[src/rtl/apm_pkg.sv]
// Shared constants and types of the address port pin multiplexer.
package apm_pkg;

	// ----------------------------------------------------------------
	// Geometry
	// ----------------------------------------------------------------
	localparam int PIN_COUNT = 16;
	localparam int BUS_ADDR_W = 5;
	localparam int BUS_DATA_W = 32;
	localparam int REG_IDX_W = 3;

	// ----------------------------------------------------------------
	// Register byte offsets
	// ----------------------------------------------------------------
	localparam logic [BUS_ADDR_W-1:0] OFS_DIRECTION = 5'h00;
	localparam logic [BUS_ADDR_W-1:0] OFS_FUNCTION = 5'h04;
	localparam logic [BUS_ADDR_W-1:0] OFS_ADDR_MASK = 5'h08;
	localparam logic [BUS_ADDR_W-1:0] OFS_PIN_LEVEL = 5'h0c;
	localparam logic [BUS_ADDR_W-1:0] OFS_MODE_STAT = 5'h10;
	localparam logic [BUS_ADDR_W-1:0] OFS_OVERRIDE = 5'h14;

	// ----------------------------------------------------------------
	// Reset values and field positions
	// ----------------------------------------------------------------
	localparam logic [PIN_COUNT-1:0] RST_DIRECTION = 16'h0000;
	localparam logic [PIN_COUNT-1:0] RST_FUNCTION = 16'h0000;
	localparam logic [PIN_COUNT-1:0] RST_OVERRIDE = 16'h0000;
	localparam int MODE_SINGLE_BIT = 0;
	localparam int MODE_NOROM_BIT = 1;
	localparam int MODE_HOLD_BIT = 2;

	// ----------------------------------------------------------------
	// Types
	// ----------------------------------------------------------------
	typedef enum logic {
		FUNC_GPIO,
		FUNC_ADDR
	} apm_func_t;

endpackage : apm_pkg

[src/rtl/apm_reg_if.sv]
// Register access strobes between the bus slave and the register file.
`timescale 1ns/100ps
interface apm_reg_if;
	import apm_pkg::*;

	logic                          wrStrobe;
	logic [REG_IDX_W-1:0]          regIdx;
	logic [PIN_COUNT-1:0]          wrData;
	logic [PIN_COUNT-1:0]          wrMask;
	logic [PIN_COUNT-1:0]          rdData;
	logic                          rdHit;

	modport bus (
		output wrStrobe,
		output regIdx,
		output wrData,
		output wrMask,
		input  rdData,
		input  rdHit
	);

	modport regs (
		input  wrStrobe,
		input  regIdx,
		input  wrData,
		input  wrMask,
		output rdData,
		output rdHit
	);
endinterface : apm_reg_if

[src/rtl/apm_wb_slave.sv]
// Classic Wishbone slave that turns bus cycles into register strobes.
`timescale 1ns/100ps
module apm_wb_slave (
	input  wire logic                           clock,
	input  wire logic                           rst,
	input  wire logic                           partialRst,
	input  wire logic                           wb_cyc_i,
	input  wire logic                           wb_stb_i,
	input  wire logic                           wb_we_i,
	input  wire logic [apm_pkg::BUS_ADDR_W-1:0] wb_adr_i,
	input  wire logic [3:0]                     wb_sel_i,
	input  wire logic [apm_pkg::BUS_DATA_W-1:0] wb_dat_i,
	output logic      [apm_pkg::BUS_DATA_W-1:0] wb_dat_o,
	output logic                                wb_ack_o,
	apm_reg_if.bus                              regPort
);
	import apm_pkg::*;

	typedef enum logic {
		WB_IDLE,
		WB_ACK
	} apm_wb_state_t;

	apm_wb_state_t              state_reg;
	apm_wb_state_t              state_next;
	logic [BUS_DATA_W-1:0]      dat_reg;
	logic [BUS_DATA_W-1:0]      dat_next;

	// A manual or watchdog reset abandons a cycle in flight; no write lands.
	always_comb begin
		state_next = state_reg;
		dat_next = dat_reg;
		case (state_reg)
			WB_IDLE: begin
				if (wb_cyc_i && wb_stb_i && !partialRst) begin
					state_next = WB_ACK;
					dat_next = regPort.rdHit ? {{(BUS_DATA_W-PIN_COUNT){1'b0}}, regPort.rdData} : '0;
				end
			end
			WB_ACK: begin
				state_next = WB_IDLE;
			end
			default: begin
				state_next = WB_IDLE;
			end
		endcase
		if (partialRst) begin
			state_next = WB_IDLE;
		end
	end

	always_ff @(posedge clock or posedge rst) begin
		if (rst) begin
			state_reg <= WB_IDLE;
			dat_reg <= '0;
		end else begin
			state_reg <= state_next;
			dat_reg <= dat_next;
		end
	end

	// The write lands on the edge where the master samples ack.
	// A partial reset in the ack cycle withholds both the ack and the write.
	assign wb_ack_o = (state_reg == WB_ACK) && !partialRst;
	assign wb_dat_o = dat_reg;
	assign regPort.wrStrobe = wb_ack_o && wb_we_i && wb_cyc_i && wb_stb_i;
	assign regPort.regIdx = wb_adr_i[BUS_ADDR_W-1:2];
	assign regPort.wrData = wb_dat_i[PIN_COUNT-1:0];
	assign regPort.wrMask = {{8{wb_sel_i[1]}}, {8{wb_sel_i[0]}}};

endmodule : apm_wb_slave

[src/rtl/apm_pad_mux.sv]
// Per-pin selection between general-purpose drive and address output.
`timescale 1ns/100ps
module apm_pad_mux #(
	parameter int PINS = 16
) (
	input  wire logic [PINS-1:0] funcBits,
	input  wire logic [PINS-1:0] dirBits,
	input  wire logic            singleChip,
	input  wire logic            noRom,
	input  wire logic [PINS-1:0] gpioOut,
	input  wire logic [PINS-1:0] cpuAddr,
	output logic      [PINS-1:0] addrSel,
	output logic      [PINS-1:0] padOutNext,
	output logic      [PINS-1:0] padOeNext
);
	import apm_pkg::*;

	for (genvar n = 0; n < PINS; n++) begin : g_pin
		apm_func_t pinFunc;

		// Single chip wins over no-ROM: without an external bus there is nothing to address.
		always_comb begin
			if (singleChip) begin
				pinFunc = FUNC_GPIO;
			end else if (noRom) begin
				pinFunc = FUNC_ADDR;
			end else begin
				pinFunc = funcBits[n] ? FUNC_ADDR : FUNC_GPIO;
			end
		end

		assign addrSel[n] = (pinFunc == FUNC_ADDR);
		// Direction bit is ignored outside general-purpose mode.
		assign padOeNext[n] = addrSel[n] ? 1'b1 : dirBits[n];
		assign padOutNext[n] = addrSel[n] ? cpuAddr[n] : (dirBits[n] & gpioOut[n]);
	end

endmodule : apm_pad_mux

[src/rtl/apm_pin_mux.sv]
// Top of the address port pin multiplexer: registers, pin stage and bus.
`timescale 1ns/100ps
// --------------------------------------------------------------------
// Overview of operation
// - Sixteen-bit read/write direction register, bit n steers pin n.
// - In general-purpose mode, direction one drives the pin, zero makes it input.
// - Direction bit has no effect while the pin carries the address.
// - Power-on reset clears direction to zero, every pin an input.
// - Manual, watchdog, standby and sleep leave direction untouched.
// - Sixteen-bit read/write function register, bit n selects pin n function.
// - Power-on reset clears function to zero, every pin general-purpose.
// - Manual, watchdog, standby and sleep leave function untouched.
// - Function zero is general-purpose, one puts address bit n on pin n.
// - Single chip mode keeps every pin general-purpose whatever the function bit.
// - No-ROM mode without single chip mode drives the address on every pin whatever the function bit.
// --------------------------------------------------------------------
module apm_pin_mux #(
	parameter int PINS = 16
) (
	input  wire logic                           clock,
	input  wire logic                           rst,
	input  wire logic                           partialRst,
	input  wire logic                           lowPowerHold,
	input  wire logic                           singleChipPin,
	input  wire logic                           noRomPin,
	input  wire logic                           wb_cyc_i,
	input  wire logic                           wb_stb_i,
	input  wire logic                           wb_we_i,
	input  wire logic [apm_pkg::BUS_ADDR_W-1:0] wb_adr_i,
	input  wire logic [3:0]                     wb_sel_i,
	input  wire logic [apm_pkg::BUS_DATA_W-1:0] wb_dat_i,
	output logic      [apm_pkg::BUS_DATA_W-1:0] wb_dat_o,
	output logic                                wb_ack_o,
	input  wire logic [PINS-1:0]                cpuAddr,
	input  wire logic [PINS-1:0]                gpioOut,
	output logic      [PINS-1:0]                gpioIn,
	input  wire logic [PINS-1:0]                padIn,
	output logic      [PINS-1:0]                padOut,
	output logic      [PINS-1:0]                padOe
);
	import apm_pkg::*;

	// ----------------------------------------------------------------
	// Elaboration checks
	// ----------------------------------------------------------------
	if (PINS != PIN_COUNT) begin : g_bad_pins
		$error("apm_pin_mux serves exactly sixteen pins");
	end
	if (REG_IDX_W != BUS_ADDR_W - 2) begin : g_bad_idx
		$error("apm_pin_mux word index must be the byte address without its two low bits");
	end
	if (BUS_DATA_W < PINS) begin : g_bad_data
		$error("apm_pin_mux bus data must be at least as wide as the port");
	end
	if (MODE_HOLD_BIT >= PINS || MODE_SINGLE_BIT == MODE_NOROM_BIT) begin : g_bad_mode
		$error("apm_pin_mux mode status bits must be distinct and inside the word");
	end

	// ----------------------------------------------------------------
	// Declarations
	// ----------------------------------------------------------------
	apm_reg_if regPort ();

	logic [PINS-1:0]       dir_reg;
	logic [PINS-1:0]       dir_next;
	logic [PINS-1:0]       func_reg;
	logic [PINS-1:0]       func_next;
	logic [PINS-1:0]       ovr_reg;
	logic [PINS-1:0]       ovr_next;
	logic [PINS-1:0]       ovrSet;
	logic [PINS-1:0]       ovrClr;

	logic [PINS-1:0]       dirMerged;
	logic [PINS-1:0]       funcMerged;
	logic [PINS-1:0]       ovrWrOnes;
	logic [PINS-1:0]       pinIsInput;
	logic [PINS-1:0]       modeWord;

	logic [1:0]            modeMeta_reg;
	logic [1:0]            modeMeta_next;
	logic [1:0]            mode_reg;
	logic [1:0]            mode_next;
	logic                  singleChip;
	logic                  noRom;

	logic [PINS-1:0]       padMeta_reg;
	logic [PINS-1:0]       padMeta_next;
	logic [PINS-1:0]       padSync_reg;
	logic [PINS-1:0]       padSync_next;
	logic [PINS-1:0]       gpioIn_reg;
	logic [PINS-1:0]       gpioIn_next;

	logic [PINS-1:0]       padOut_reg;
	logic [PINS-1:0]       padOut_next;
	logic [PINS-1:0]       padOe_reg;
	logic [PINS-1:0]       padOe_next;
	logic [PINS-1:0]       addrSel;
	logic [PINS-1:0]       muxOut;
	logic [PINS-1:0]       muxOe;

	logic                  wrDir;
	logic                  wrFunc;
	logic                  wrOvr;

	// ----------------------------------------------------------------
	// Bus slave
	// ----------------------------------------------------------------
	apm_wb_slave u_wb (
		.clock      (clock),
		.rst        (rst),
		.partialRst (partialRst),
		.wb_cyc_i   (wb_cyc_i),
		.wb_stb_i   (wb_stb_i),
		.wb_we_i    (wb_we_i),
		.wb_adr_i   (wb_adr_i),
		.wb_sel_i   (wb_sel_i),
		.wb_dat_i   (wb_dat_i),
		.wb_dat_o   (wb_dat_o),
		.wb_ack_o   (wb_ack_o),
		.regPort    (regPort.bus)
	);

	// ----------------------------------------------------------------
	// Write decode
	// ----------------------------------------------------------------
	// Offsets are word aligned, so the word index is the offset shifted down.
	always_comb begin
		wrDir = 1'b0;
		wrFunc = 1'b0;
		wrOvr = 1'b0;
		if (regPort.wrStrobe) begin
			case (regPort.regIdx)
				OFS_DIRECTION[BUS_ADDR_W-1:2]: begin
					wrDir = 1'b1;
				end
				OFS_FUNCTION[BUS_ADDR_W-1:2]: begin
					wrFunc = 1'b1;
				end
				OFS_OVERRIDE[BUS_ADDR_W-1:2]: begin
					wrOvr = 1'b1;
				end
				default: begin
					wrDir = 1'b0;
				end
			endcase
		end
	end

	// ----------------------------------------------------------------
	// Byte-lane write merge
	// ----------------------------------------------------------------
	// A lane whose select is low keeps its old bits, so software may
	// rewrite the upper or lower eight pins alone.
	always_comb begin
		dirMerged = (dir_reg & ~regPort.wrMask) | (regPort.wrData & regPort.wrMask);
		funcMerged = (func_reg & ~regPort.wrMask) | (regPort.wrData & regPort.wrMask);
		ovrWrOnes = regPort.wrData & regPort.wrMask;
	end

	// ----------------------------------------------------------------
	// Direction and function registers
	// ----------------------------------------------------------------
	// Only the power-on reset touches these; the partial reset and the
	// low-power hold are deliberately absent from their equations.
	always_comb begin
		dir_next = dir_reg;
		if (wrDir) begin
			dir_next = dirMerged;
		end
	end

	always_comb begin
		func_next = func_reg;
		if (wrFunc) begin
			func_next = funcMerged;
		end
	end

	always_ff @(posedge clock or posedge rst) begin
		if (rst) begin
			dir_reg <= RST_DIRECTION;
			func_reg <= RST_FUNCTION;
		end else begin
			dir_reg <= dir_next;
			func_reg <= func_next;
		end
	end

	// ----------------------------------------------------------------
	// Mode pin synchroniser
	// ----------------------------------------------------------------
	always_comb begin
		modeMeta_next = {noRomPin, singleChipPin};
		mode_next = modeMeta_reg;
	end

	always_ff @(posedge clock or posedge rst) begin
		if (rst) begin
			modeMeta_reg <= 2'h0;
			mode_reg <= 2'h0;
		end else begin
			modeMeta_reg <= modeMeta_next;
			mode_reg <= mode_next;
		end
	end

	assign singleChip = mode_reg[MODE_SINGLE_BIT];
	assign noRom = mode_reg[MODE_NOROM_BIT];

	// ----------------------------------------------------------------
	// Pin input synchroniser
	// ----------------------------------------------------------------
	// The level is presented to the port data logic only for pins that are
	// general-purpose inputs; others read zero so stale pad noise never leaks.
	// A pin counts as an input only in general-purpose mode with its direction bit clear.
	for (genvar n = 0; n < PINS; n++) begin : g_in
		assign pinIsInput[n] = !addrSel[n] && !dir_reg[n];
	end

	always_comb begin
		padMeta_next = padIn;
		padSync_next = padMeta_reg;
		gpioIn_next = padSync_reg & pinIsInput;
	end

	always_ff @(posedge clock or posedge rst) begin
		if (rst) begin
			padMeta_reg <= '0;
			padSync_reg <= '0;
			gpioIn_reg <= '0;
		end else begin
			padMeta_reg <= padMeta_next;
			padSync_reg <= padSync_next;
			gpioIn_reg <= gpioIn_next;
		end
	end

	assign gpioIn = gpioIn_reg;

	// ----------------------------------------------------------------
	// Pin function selection
	// ----------------------------------------------------------------
	apm_pad_mux #(
		.PINS (PINS)
	) u_mux (
		.funcBits   (func_reg),
		.dirBits    (dir_reg),
		.singleChip (singleChip),
		.noRom      (noRom),
		.gpioOut    (gpioOut),
		.cpuAddr    (cpuAddr),
		.addrSel    (addrSel),
		.padOutNext (muxOut),
		.padOeNext  (muxOe)
	);

	// ----------------------------------------------------------------
	// Pad output stage
	// ----------------------------------------------------------------
	// One register stage keeps the pads glitch free; the address reaches
	// the pin one clock after the core drives it.
	always_comb begin
		padOut_next = muxOut;
		padOe_next = muxOe;
	end

	always_ff @(posedge clock or posedge rst) begin
		if (rst) begin
			padOut_reg <= '0;
			padOe_reg <= '0;
		end else begin
			padOut_reg <= padOut_next;
			padOe_reg <= padOe_next;
		end
	end

	assign padOut = padOut_reg;
	assign padOe = padOe_reg;

	// ----------------------------------------------------------------
	// Mode override flags
	// ----------------------------------------------------------------
	// A flag records that a mode pin forced a pin against its function bit.
	// Software clears a flag by writing one; a fresh set in that cycle wins.
	always_comb begin
		ovrSet = func_reg ^ addrSel;
		ovrClr = wrOvr ? ovrWrOnes : '0;
		ovr_next = (ovr_reg & ~ovrClr) | ovrSet;
	end

	always_ff @(posedge clock or posedge rst) begin
		if (rst) begin
			ovr_reg <= RST_OVERRIDE;
		end else begin
			ovr_reg <= ovr_next;
		end
	end

	// ----------------------------------------------------------------
	// Mode status word
	// ----------------------------------------------------------------
	// Software sees the synchronised mode, the same value that steers the
	// pads, never the raw pins, so a read cannot disagree with the pads.
	always_comb begin
		modeWord = '0;
		modeWord[MODE_SINGLE_BIT] = singleChip;
		modeWord[MODE_NOROM_BIT] = noRom;
		modeWord[MODE_HOLD_BIT] = lowPowerHold;
	end

	// ----------------------------------------------------------------
	// Read back
	// ----------------------------------------------------------------
	// Unmapped words answer with zero so a stray read is harmless.
	always_comb begin
		regPort.rdData = '0;
		regPort.rdHit = 1'b1;
		case (regPort.regIdx)
			OFS_DIRECTION[BUS_ADDR_W-1:2]: begin
				regPort.rdData = dir_reg;
			end
			OFS_FUNCTION[BUS_ADDR_W-1:2]: begin
				regPort.rdData = func_reg;
			end
			OFS_ADDR_MASK[BUS_ADDR_W-1:2]: begin
				regPort.rdData = addrSel;
			end
			OFS_PIN_LEVEL[BUS_ADDR_W-1:2]: begin
				regPort.rdData = padSync_reg;
			end
			OFS_MODE_STAT[BUS_ADDR_W-1:2]: begin
				regPort.rdData = modeWord;
			end
			OFS_OVERRIDE[BUS_ADDR_W-1:2]: begin
				regPort.rdData = ovr_reg;
			end
			default: begin
				regPort.rdHit = 1'b0;
			end
		endcase
	end

endmodule : apm_pin_mux

[config.mk]
export PLATFORM = sky130hd
export DESIGN_NAME = apm_pin_mux
export DESIGN_NICKNAME = d
export VERILOG_FILES = /design/src/rtl/apm_pkg.sv /design/src/rtl/apm_reg_if.sv /design/src/rtl/apm_wb_slave.sv /design/src/rtl/apm_pad_mux.sv /design/src/rtl/apm_pin_mux.sv
export SDC_FILE = /design/constraint.sdc
export NUM_CORES = 1
export LEC_CHECK = 0
export BUFFER_PORTS_ARGS = -buffer_cell sky130_fd_sc_hd__buf_2
export CAP_MARGIN = 15
export CORE_MARGIN = 8
export CORE_UTILIZATION = 56
export DETAILED_ROUTE_END_ITERATION = 8
export PLACE_DENSITY = 0.85
export SETUP_SLACK_MARGIN = 0.15
export SYNTH_ARGS = -nofsm -noshare
export SYNTH_HDL_FRONTEND = slang
export SYNTH_SLANG_ARGS = --single-unit
[constraint.sdc]
create_clock -name clock -period 11.4 [get_ports clock]
set_clock_uncertainty 0.15 [all_clocks]
set_input_delay 2.28 -clock clock [delete_from_list [all_inputs] [get_ports clock]]
set_output_delay 2.28 -clock clock [all_outputs]
set_load 0.02 [all_outputs]
==> summary.md, run 1 <==
| Metric | Value |
|---|---|
| Final setup fails | 0 |
| I/O pin count | 179 |
| Worst Path Max Fanout | 3 |
| Yosys cell types | between 40 and 50 |
| Fill count | approximately 800 |
| Clk Latency, worst-skew pair | ~0.52 ns |
| Post-cts sizing count | 0 |
| Core area | about 0.011 sq mm |
| Max Cap Viol | 0 |
| Slew @ Worst Pin | approximately 1.0 ns |
| Routed Antenna Nets | 0 |
| Setup TNS | 0 ns |
| Hold depth | 0 |
| Worst-path clk slew | approximately 0.060 ns |
| DRC Markers | 0 |
| Post-synth EDFFs | 0 |
| Number of setup buffers added after CTS | 0 |
| Final Wtd Congestion | 0.8178 |
| Starting Density | between 50% and 60% |
| Flop2flop setup slack | ~8.6 ns |
| WL/cell | 19.57 um |
| Starting DRT DRC Count | about 440 |
| Syn_area_per_cell | 11.70 sq um |
| Vias in the first global route | about 4,900 |
| CP cell instances | buf_2, nor2b_1, buf_2 |
| Finished Layout Cells | slightly above 800 |
| GRT Resource Usage Total | a little over a fifth |
| Startpoint Class | input pin |
| Max Slew Vio Count | 0 |
| Multi-input gate area in the final layout | 0.002093 sq mm |
| Hold EP | padSync_reg[0] |
| PnR Total Power | approximately 1200 uW |
| CTS tree | yes |
| Root buffer cell | clkbuf_8 |
| Cells after DPL | between 700 and 800 |
| Crit path arrival time | 2.67 ns |
| Post-synth top area cell | dfrtp_1 |
| RSZ-0062 raised after global routing | false |
| Post-synth top area share | around 60% |
| VDD IR max | 0.1326 mV |
| Pre-antenna DRT Iters | 7 |
| CP bufs+invs | 2 |
| Vias per inst | 5.628 |
| GRT overflow | 0 |
| DRT Wirelength | 16,010 um |
| Crit end category | output pin |
| Crit path kind | input pin to output pin |
| Layout cells sized above 1 | about a third |
| Reg-to-reg endpoint | u_wb.wb_dat_o[15] |
| Hold crit path type | flip-flop to flip-flop |
| Die H | 120.5 um |
| Nets | between 700 and 800 |
| Total CTS buffers | 17 |
| Lkg Pwr | roughly 0.0038 uW |
| Final hold viol count | 0 |
| Yosys reg bits | between 100 and 150 |
| PortBufs | about 140 |
| Bufs on Longest Clock Path | 2 |
| Post-Syn Area | around 0.0061 sq mm |
| Slew margin rel. | a little under a third |
| Min Tclk post-route | ~5 ns |
| Clock sink total | around 150 |
| Seq. cell area | around 0.0037 sq mm |
| Critical path's largest stage delay | about 0.17 ns |
| PwrDens | 166.0 mW/mm^2 |
| Asr flop ratio synth | 100.0% |
| Synth warn | 0 |
| HP Start | padMeta_reg[0] |
| Synth Flop Type | dfrtp_1 |
| Initial antenna violation count | 1 |
| Post-DP HPWL | between 10,000 and 15,000 um |
| P&R area growth vs syn | 21.84% |
| # rows | 38 |
| Die area | between 0.01 and 0.015 sq mm |
| H-tree depth | 4 |
| Worst Path Required | around 9.0 ns |
| Gate Count Post-Synth | roughly 520 |
| Total number of vias | ~4,600 |
| R2R cell count | 4 |
| Final period util | 44.77% |
| Hold-fix buffers, CTS | 0 |
| Post-synthesis sequential area ratio | 60.93% |
| Die width | around 120 um |
| CP top delay family | buffers and inverters |
| Largest net degree at the start of global routing | 88 |
| Status | complete, no violations |
| Global-route wire length before repair | around 25,000 um |
| Most frequent CP cell | buf_2 |
| Synth area leaders | dfrtp_1 (61%), mux2_2 (6.1%), nor2_1 (3.9%), nand2_1 (3.2%), a221o_1 (2.9%) |
| Peak Freq | between 150 and 200 MHz |
| Fin Hold WS | approximately 0.2 ns |
| Reg2Reg Launch Point | u_wb.state_reg |
| Slowest-stage cell, CP | buf_2 |
cells by family (layout without fill, tap and decap cells):
group	count (synthesis)	count (layout)	share of synthesized area [%]
flops	149	149	60.93
compound gates	101	101	12.57
mux	42	42	7.545
buf+inv	68	207	5.786
simple gates	162	162	13.11
other cells	1	17	0.06128
worst register-to-register path: cells and delay by family, from the launching register on:
family	cells	cell delay [ns]
buffers and inverters	1	0.46
AOI/OAI and AO/OA	1	0.33
DFF	1	0.40
and+or+nand+nor	2	1.37
synthesized netlist by cell type, types with 2 or more instances:
| cell type | n |
|---|---|
| nand2b_1 | 10 |
| buf_2 | 10 |
| clkbuf_1 | 7 |
| a21oi_1 | 3 |
| a22o_1 | 4 |
| o2bb2ai_1 | 6 |
| dfrtp_1 | 149 |
| buf_4 | 17 |
| a211oi_1 | 8 |
| nor2b_1 | 2 |
| o221ai_1 | 2 |
| or2_2 | 11 |
| nor2_1 | 63 |
| a22oi_1 | 3 |
| mux2_2 | 33 |
| o21ai_0 | 18 |
| nand2_2 | 2 |
| buf_6 | 3 |
| o21bai_1 | 6 |
| and2_1 | 2 |
| a221o_1 | 18 |
| nand3_1 | 6 |
| mux2i_1 | 9 |
| nor3_2 | 2 |
| o21ai_1 | 12 |
| nand2_1 | 52 |
| a221oi_1 | 11 |
| o32ai_1 | 6 |
| inv_1 | 30 |
| nor4_4 | 2 |
routing by layer:
metal / GRT usage [%] / up-vias / routed length, um
li1: - / 2069 / -
met1: 25.78 / 2270 / 6061
met2: 36.30 / 227 / 8166
met3: 7.086 / 38 / 1407
met4: 9.368 / 0 / 372
met5: 0 / - / 0
where the power goes:
group          switching, uW  internal [uW]
combinational           86.2           41.9
sequential              11.2            554
clock                    204            341
total                    301            936
cell usage in the layout (no fill, tap or decap), types with 7 or more instances in the layout:
| cell type | n |
|---|---|
| mux2i_1 | 9 |
| conb_1 | 16 |
| nand2_1 | 52 |
| a211oi_1 | 8 |
| a221o_1 | 18 |
| dfrtp_1 | 149 |
| clkinv_2 | 7 |
| o21ai_1 | 12 |
| a221oi_1 | 11 |
| inv_1 | 29 |
| o21ai_0 | 18 |
| or2_2 | 11 |
| clkbuf_16 | 16 |
| nor2_1 | 63 |
| buf_2 | 142 |
| nand2b_1 | 10 |
| mux2_2 | 33 |
area by class of cell:
class / count / share of cell area (%)
clock buffers: 20 / 5.974
clock inverters: 11 / 1.779
flip-flops and latches: 149 / 50.01
diodes: 1 / 0.03356
inverters: 30 / 1.577
multi-input cells: 321 / 28.08
repair buffers: 146 / 10.20
well taps: 140 / 2.349
per-stage QoR:
stage / instance area (sq um) / util (%) / setup WS [ns]
final: 7456 / 69.39 / 6.296
after global routing: 7456 / 69.39 / 6.270
after CTS: 7426 / 69.11 / 6.284
after detailed placement: 6848 / 63.73 / 6.291
after global placement: 6848 / 63.73 / 6.323
after floorplan: 6176 / - / 4.962
how the worst max path moves through the flow:
stage	start	end	slack (ns)	cells after the start
finish	partialRst	wb_ack_o	6.30	3
global route	partialRst	wb_ack_o	6.27	3
CTS	partialRst	wb_ack_o	6.28	3
detailed placement	partialRst	wb_ack_o	6.29	3
global placement	partialRst	wb_ack_o	6.32	3
floorplan	rst	asynchronous set/reset pin	4.96	1
(Power assumes the default switching activity.)
==> run 2: changes to the inputs <==
--- a/config.mk
+++ b/config.mk
@@ -8,9 +8,9 @@
 export BUFFER_PORTS_ARGS = -buffer_cell sky130_fd_sc_hd__buf_2
 export CAP_MARGIN = 15
 export CORE_MARGIN = 8
-export CORE_UTILIZATION = 56
+export CORE_UTILIZATION = 47
 export DETAILED_ROUTE_END_ITERATION = 8
-export PLACE_DENSITY = 0.85
+export PLACE_DENSITY = 0.76
 export SETUP_SLACK_MARGIN = 0.15
 export SYNTH_ARGS = -nofsm -noshare
 export SYNTH_HDL_FRONTEND = slang
==> constraint.sdc (replaced) <==
create_clock -name clock -period 4.4 [get_ports clock]
set_clock_uncertainty 0.15 [all_clocks]
set_input_delay 0.88 -clock clock [delete_from_list [all_inputs] [get_ports clock]]
set_output_delay 0.88 -clock clock [all_outputs]
set_load 0.02 [all_outputs]
==> run 2 against run 1 <==
Net effect:
- cell count is 4.4% higher
- hold slack got worse by 0.0021 ns
- sequential share of layout area fell by 0.58 points
- critical endpoint is now ovr_reg[0]
- highest routed layer unchanged
==> summary.md, run 2 (synthesis results as in run 1) <==
| Metric | Value |
|---|---|
| Status | complete, no violations |
| P&R area growth vs syn | 23.27% |
| Min Tclk post-route | approximately 2.5 ns |
| Setup TNS | 0 ns |
| Total CTS buffers | 17 |
| Peak Freq | roughly 400 MHz |
| Hold depth | 0 |
| Root buffer cell | clkbuf_16 |
| Die area | around 0.017 sq mm |
| Max Cap Viol | 0 |
| Reg2Reg Launch Point | mode_reg[0] |
| R2R cell count | 5 |
| VDD IR max | 0.2666 mV |
| Die width | between 100 and 150 um |
| Flop2flop setup slack | between 1.5 and 2 ns |
| DRT Wirelength | ~16,000 um |
| Final period util | between 50 and 60% |
| Crit path arrival time | between 2 and 3 ns |
| Slew @ Worst Pin | roughly 0.9 ns |
| Critical path's largest stage delay | 0.55 ns |
| Largest net degree at the start of global routing | between 50 and 60 |
| Post-cts sizing count | 0 |
| I/O pin count | around 180 |
| Hold-fix buffers, CTS | 0 |
| Seq. cell area | 0.003729 sq mm |
| Vias in the first global route | roughly 4,800 |
| Final setup fails | 0 |
| Number of setup buffers added after CTS | 0 |
| HP Start | padMeta_reg[3] |
| Layout cells sized above 1 | around a third |
| CP cell instances | buf_2, nand3b_1, nor4_4, nand2_1, a221o_1 |
| Fin worst setup slack | 1.876 ns |
| Commonest non-fill, non-tap cell in the layout | dfrtp_1 |
| CP bufs+invs | 1 |
| Hold EP | padSync_reg[3] |
| PwrDens | around 430 mW/mm^2 |
| CP top delay family | simple AND/OR/NAND/NOR gates |
| Pre-antenna DRT Iters | 4 |
| Post-DP HPWL | 10,840 um |
| Commonest non-fill, non-tap cells in the layout | dfrtp_1 (149), buf_2 (142), nor2_1 (63), nand2_1 (52), mux2_2 (33) |
| Multi-input gate area in the final layout | approximately 0.0021 sq mm |
| Initial antenna violation count | 1 |
| Finished Layout Cells | ~850 |
| CTS tree | yes |
| Die H | between 100 and 150 um |
| Slew margin rel. | about two fifths |
| Startpoint Class | input pin |
| Hold crit path type | flip-flop to flip-flop |
| PortBufs | 142 |
| GRT Resource Usage Total | between 10% and 20% |
| Crit end category | flip-flop |
| Starting Density | 48.30% |
| Nets | roughly 770 |
| RSZ-0062 raised after global routing | false |
| Bufs on Longest Clock Path | 2 |
| Crit path kind | input pin to flip-flop |
| DRC Markers | 0 |
| Routed Antenna Nets | 0 |
| Slowest-stage cell, CP | nor4_4 |
| Vias per inst | roughly 5.4 |
| Worst slack, placed | between 1 and 1.5 ns |
| Worst Path Required | about 4.6 ns |
| Core area | about 0.013 sq mm |
| Starting DRT DRC Count | 263 |
| Max Slew Vio Count | 0 |
| GRT overflow | 0 |
| Reg-to-reg endpoint | u_wb.wb_dat_o[11] |
| Worst-path clk slew | about 0.060 ns |
| Fill count | ~1,100 |
| Cells after DPL | 820 |
| Global-route wire length before repair | 24,360 um |
| Clock sink total | 149 |
| Worst Path Max Fanout | 26 |
| H-tree depth | 4 |
| Lkg Pwr | 0.003760 uW |
| # rows | a little over 40 |
| WL/cell | between 15 and 20 um |
| Final Wtd Congestion | between 0.7 and 0.8 |
| Final hold viol count | 0 |
| Clk Latency, worst-skew pair | 0.43 ns |
| Total number of vias | around 4,600 |
[run 2: per-layer routing]
metal / vias up / part of all wire (%) / global-route usage (%)
li1: 2081 / - / -
met1: 2292 / 40 / 21.16
met2: 170 / 51 / 32.11
met3: 28 / 7.5 / 6.854
met4: 0 / 1.8 / 7.787
met5: - / 0 / 0
[run 2: worst max-delay path by stage]
stage                      startpoint  depth (start not counted)                          to
after floorplan                   rst                          1  asynchronous set/reset pin
after global placement    wb_adr_i[4]                          5                  ovr_reg[0]
after detailed placement  wb_adr_i[4]                          5                  ovr_reg[0]
after CTS                 wb_adr_i[4]                          5                  ovr_reg[0]
after global routing      wb_adr_i[4]                          5                  ovr_reg[0]
final                     wb_adr_i[4]                          5                  ovr_reg[0]
[run 2: area by class of cell]
class                   instances  area share [%]
clock buffers                  22           6.154
clock inverters                10           1.625
inverters                      30           1.543
multi-input cells             321           27.75
repair buffers                149           10.62
well taps                     172           2.853
diodes                          1         0.03317
flip-flops and latches        149           49.43
[run 2: report_power, final]
group / internal, uW / total (uW) / switching [uW]
registers: 1430 / 1460 / 30.1
clock network: 869 / 1440 / 572
logic: 112 / 333 / 221
[run 2: worst register-to-register path, delay by kind of cell, from the launching register on]
kind	cells	cell delay, ns
simple gates	1	0.79
compound gates	3	0.67
buf+inv	1	0.38
flops	1	0.33
[run 2: per-stage QoR]
| stage | total power [uW] | cell area (sq um) | util [%] | hold WS, ns |
|---|---|---|---|---|
| after floorplan | 1696 | 6180 | - | 0.1812 |
| after global routing | 3351 | 7543 | 59.53 | 0.2024 |
| after detailed placement | 1819 | 6934 | 54.73 | 0.1847 |
| final | 3239 | 7543 | 59.53 | 0.1940 |
| after global placement | 1806 | 6934 | 54.73 | 0.1813 |
| after CTS | 3255 | 7521 | 59.36 | 0.1951 |
==> run 3: changes to the inputs <==
==> constraint.sdc (replaced) <==
create_clock -name clock -period 2.03 [get_ports clock]
set_clock_uncertainty 0.15 [all_clocks]
set_input_delay 0.406 -clock clock [delete_from_list [all_inputs] [get_ports clock]]
set_output_delay 0.406 -clock clock [all_outputs]
set_load 0.02 [all_outputs]
==> run 3 against run 2 <==
Net effect:
- combinational power is 130% higher
- highest routed layer unchanged
- critical endpoint is now u_wb.wb_dat_o[15]
- clock power is 130% higher
- critical path type is now flip-flop to flip-flop
- largest power group is now clock
- wire length is 0.28% lower
- utilization is 2.9 points higher
- non-clock buffer count is 36 higher
==> summary.md, run 3 (synthesis results as in run 1) <==
| Metric | Value |
|---|---|
| Worst-path clk slew | 0.06 ns |
| WL/cell | 17.91 um |
| Post-DP HPWL | about 11,000 um |
| Fin worst setup slack | approximately 0.24 ns |
| Final instance area | 0.007911 sq mm |
| Die width | about 130 um |
| H-tree depth | 4 |
| Min Tclk post-route | ~1.8 ns |
| Final hold viol count | 0 |
| CP bufs+invs | 1 |
| DRC Markers | 0 |
| GRT overflow | 0 |
| CP cell instances | buf_12, nand2b_2, nor4_2, a221oi_1, o21ai_0 |
| Grt peak-use layer | met2 |
| Clock power frac | between 40% and 50% |
| Die H | 130.1 um |
| Pre-antenna DRT Iters | 5 |
| Final setup fails | 0 |
| DRT Wirelength | around 16,000 um |
| Vias per inst | between 5 and 6 |
| Clock sink total | around 150 |
| Startpoint Class | flip-flop |
| Crit end category | flip-flop |
| Worst Path Required | 2.20 ns |
| # rows | between 40 and 50 |
| Slew margin rel. | around three fifths |
| Antenna cells | 0 |
| Routing usage on met3 | just over 6% |
| Worst slack, placed | 0.01305 ns |
| Lkg Pwr | between 0.003 and 0.004 uW |
| Largest net degree at the start of global routing | 68 |
| GR met1 Demand/Resource | a little over a fifth |
| Crit path arrival time | around 2.0 ns |
| Crit path kind | flip-flop to flip-flop |
| Util after Layout | around 62% |
| Hold crit path type | input pin to flip-flop |
| P&R area growth vs syn | 29.28% |
| Peak Freq | 559.3 MHz |
| Total CTS buffers | 17 |
| Total number of vias | 4,665 |
| Worst Path Max Fanout | 37 |
| PnR Total Power | 7240 uW |
| Routed Antenna Nets | 0 |
| Vias in the first global route | between 5,000 and 6,000 |
| Status | complete, no violations |
| RSZ-0062 raised after global routing | false |
| Final Wtd Congestion | between 0.8 and 0.9 |
| PwrDens | between 900 and 1000 mW/mm^2 |
| I/O pin count | around 180 |
| Commonest non-fill, non-tap cells in the layout | dfrtp_1 (149), buf_2 (142), nor2_1 (63), nand2_1 (52), mux2_2 (33) |
| Starting DRT DRC Count | 400 |
| Max Cap Viol | 0 |
| PortBufs | approximately 140 |
| Layout cells sized above 1 | around 35% |
| Register share of total power | 43.9% |
| VDD IR max | about 0.59 mV |
| Clk Latency, worst-skew pair | roughly 0.42 ns |
| Nets | between 800 and 900 |
| Switching power | approximately 1700 uW |
| Initial antenna violation count | 0 |
| CTS tree | yes |
| Combinational share of power | roughly a tenth |
| Die area | between 0.015 and 0.02 sq mm |
| Sw Ratio | between 20% and 30% |
| GRT Resource Usage Total | 19.39% |
| Slowest-stage cell, CP | dfrtp_1 |
| Max Slew Vio Count | 0 |
| CP top delay family | simple AND/OR/NAND/NOR gates |
| Number of setup buffers added after CTS | 0 |
| Commonest non-fill, non-tap cell in the layout | dfrtp_1 |
| Root buffer cell | clkbuf_16 |
| Met2 Use GR | about a third |
| Fin Hold WS | 0.04506 ns |
| Bufs on Longest Clock Path | 2 |
| Global-route wire length before repair | 25,040 um |
| Critical path's largest stage delay | just over 0.4 ns |
| Internal Power | between 5000 and 6000 uW |
| Final period util | between 80 and 90% |
| Post-DP Area | ~0.007 sq mm |
| Starting Density | about half |
| Core area | between 0.01 and 0.015 sq mm |
| Slew @ Worst Pin | 0.6262 ns |
run 3: layout make-up:
cell class	count	area, sq um
Timing Repair Buffer	185	1131
Inverter	30	116.4
Clock inverter	9	150.1
Fill cell	1029	4760
Multi-Input combinational cell	321	2096
Sequential cell	149	3729
Tap cell	172	215.2
Clock buffer	22	474.2
run 3: power groups by stage:
stage	Sequential (uW)	Combinational, uW	Clock, uW
5_1_grt	3190	835	3490
3_5_place_dp	3230	740	0
2_1_floorplan	3340	341	0
6_report	3180	767	3300
3_3_place_gp	3220	721	0
4_1_cts	3180	772	3370
run 3: stage by stage:
step	TNS, ns	cells
2_1_floorplan	-59.75	538
3_3_place_gp	0	838
3_5_place_dp	0	838
4_1_cts	0	888
5_1_grt	0	888
6_report	0	888
run 3: repair_timing:
item,in CTS,in global routing
hold buffers,19,0
gates resized for setup,0,2
hold endpoints to repair,32,0
setup endpoints to repair,0,5
run 3: worst paths after layout:
kind | start | end | slack (ns) | depth (start not counted)
max reg2reg | mode_reg[0] | u_wb.wb_dat_o[15] | 0.24 | 5
min reg2reg | padMeta_reg[5] | padSync_reg[5] | 0.20 | 0
min | cpuAddr[9] | padOut[9] | 0.05 | 3
min in group asynchronous | rst | padMeta_reg[11] | 0.40 | 3
max | mode_reg[0] | u_wb.wb_dat_o[15] | 0.24 | 5
max in group asynchronous | rst | padSync_reg[1] | 0.66 | 4
run 3: layer usage:
layer	up-vias	share of wire (%)	wire length [um]
met2	194	51	8157
met3	32	8.1	1281
met4	0	2.5	392
met5	-	0	0
met1	2298	38	6072
li1	2141	-	-
run 3: worst min-delay path, stage by stage:
cell and delay (ns):
buf_2 0.07, nand2_1 0.03, o21ai_0 0.06
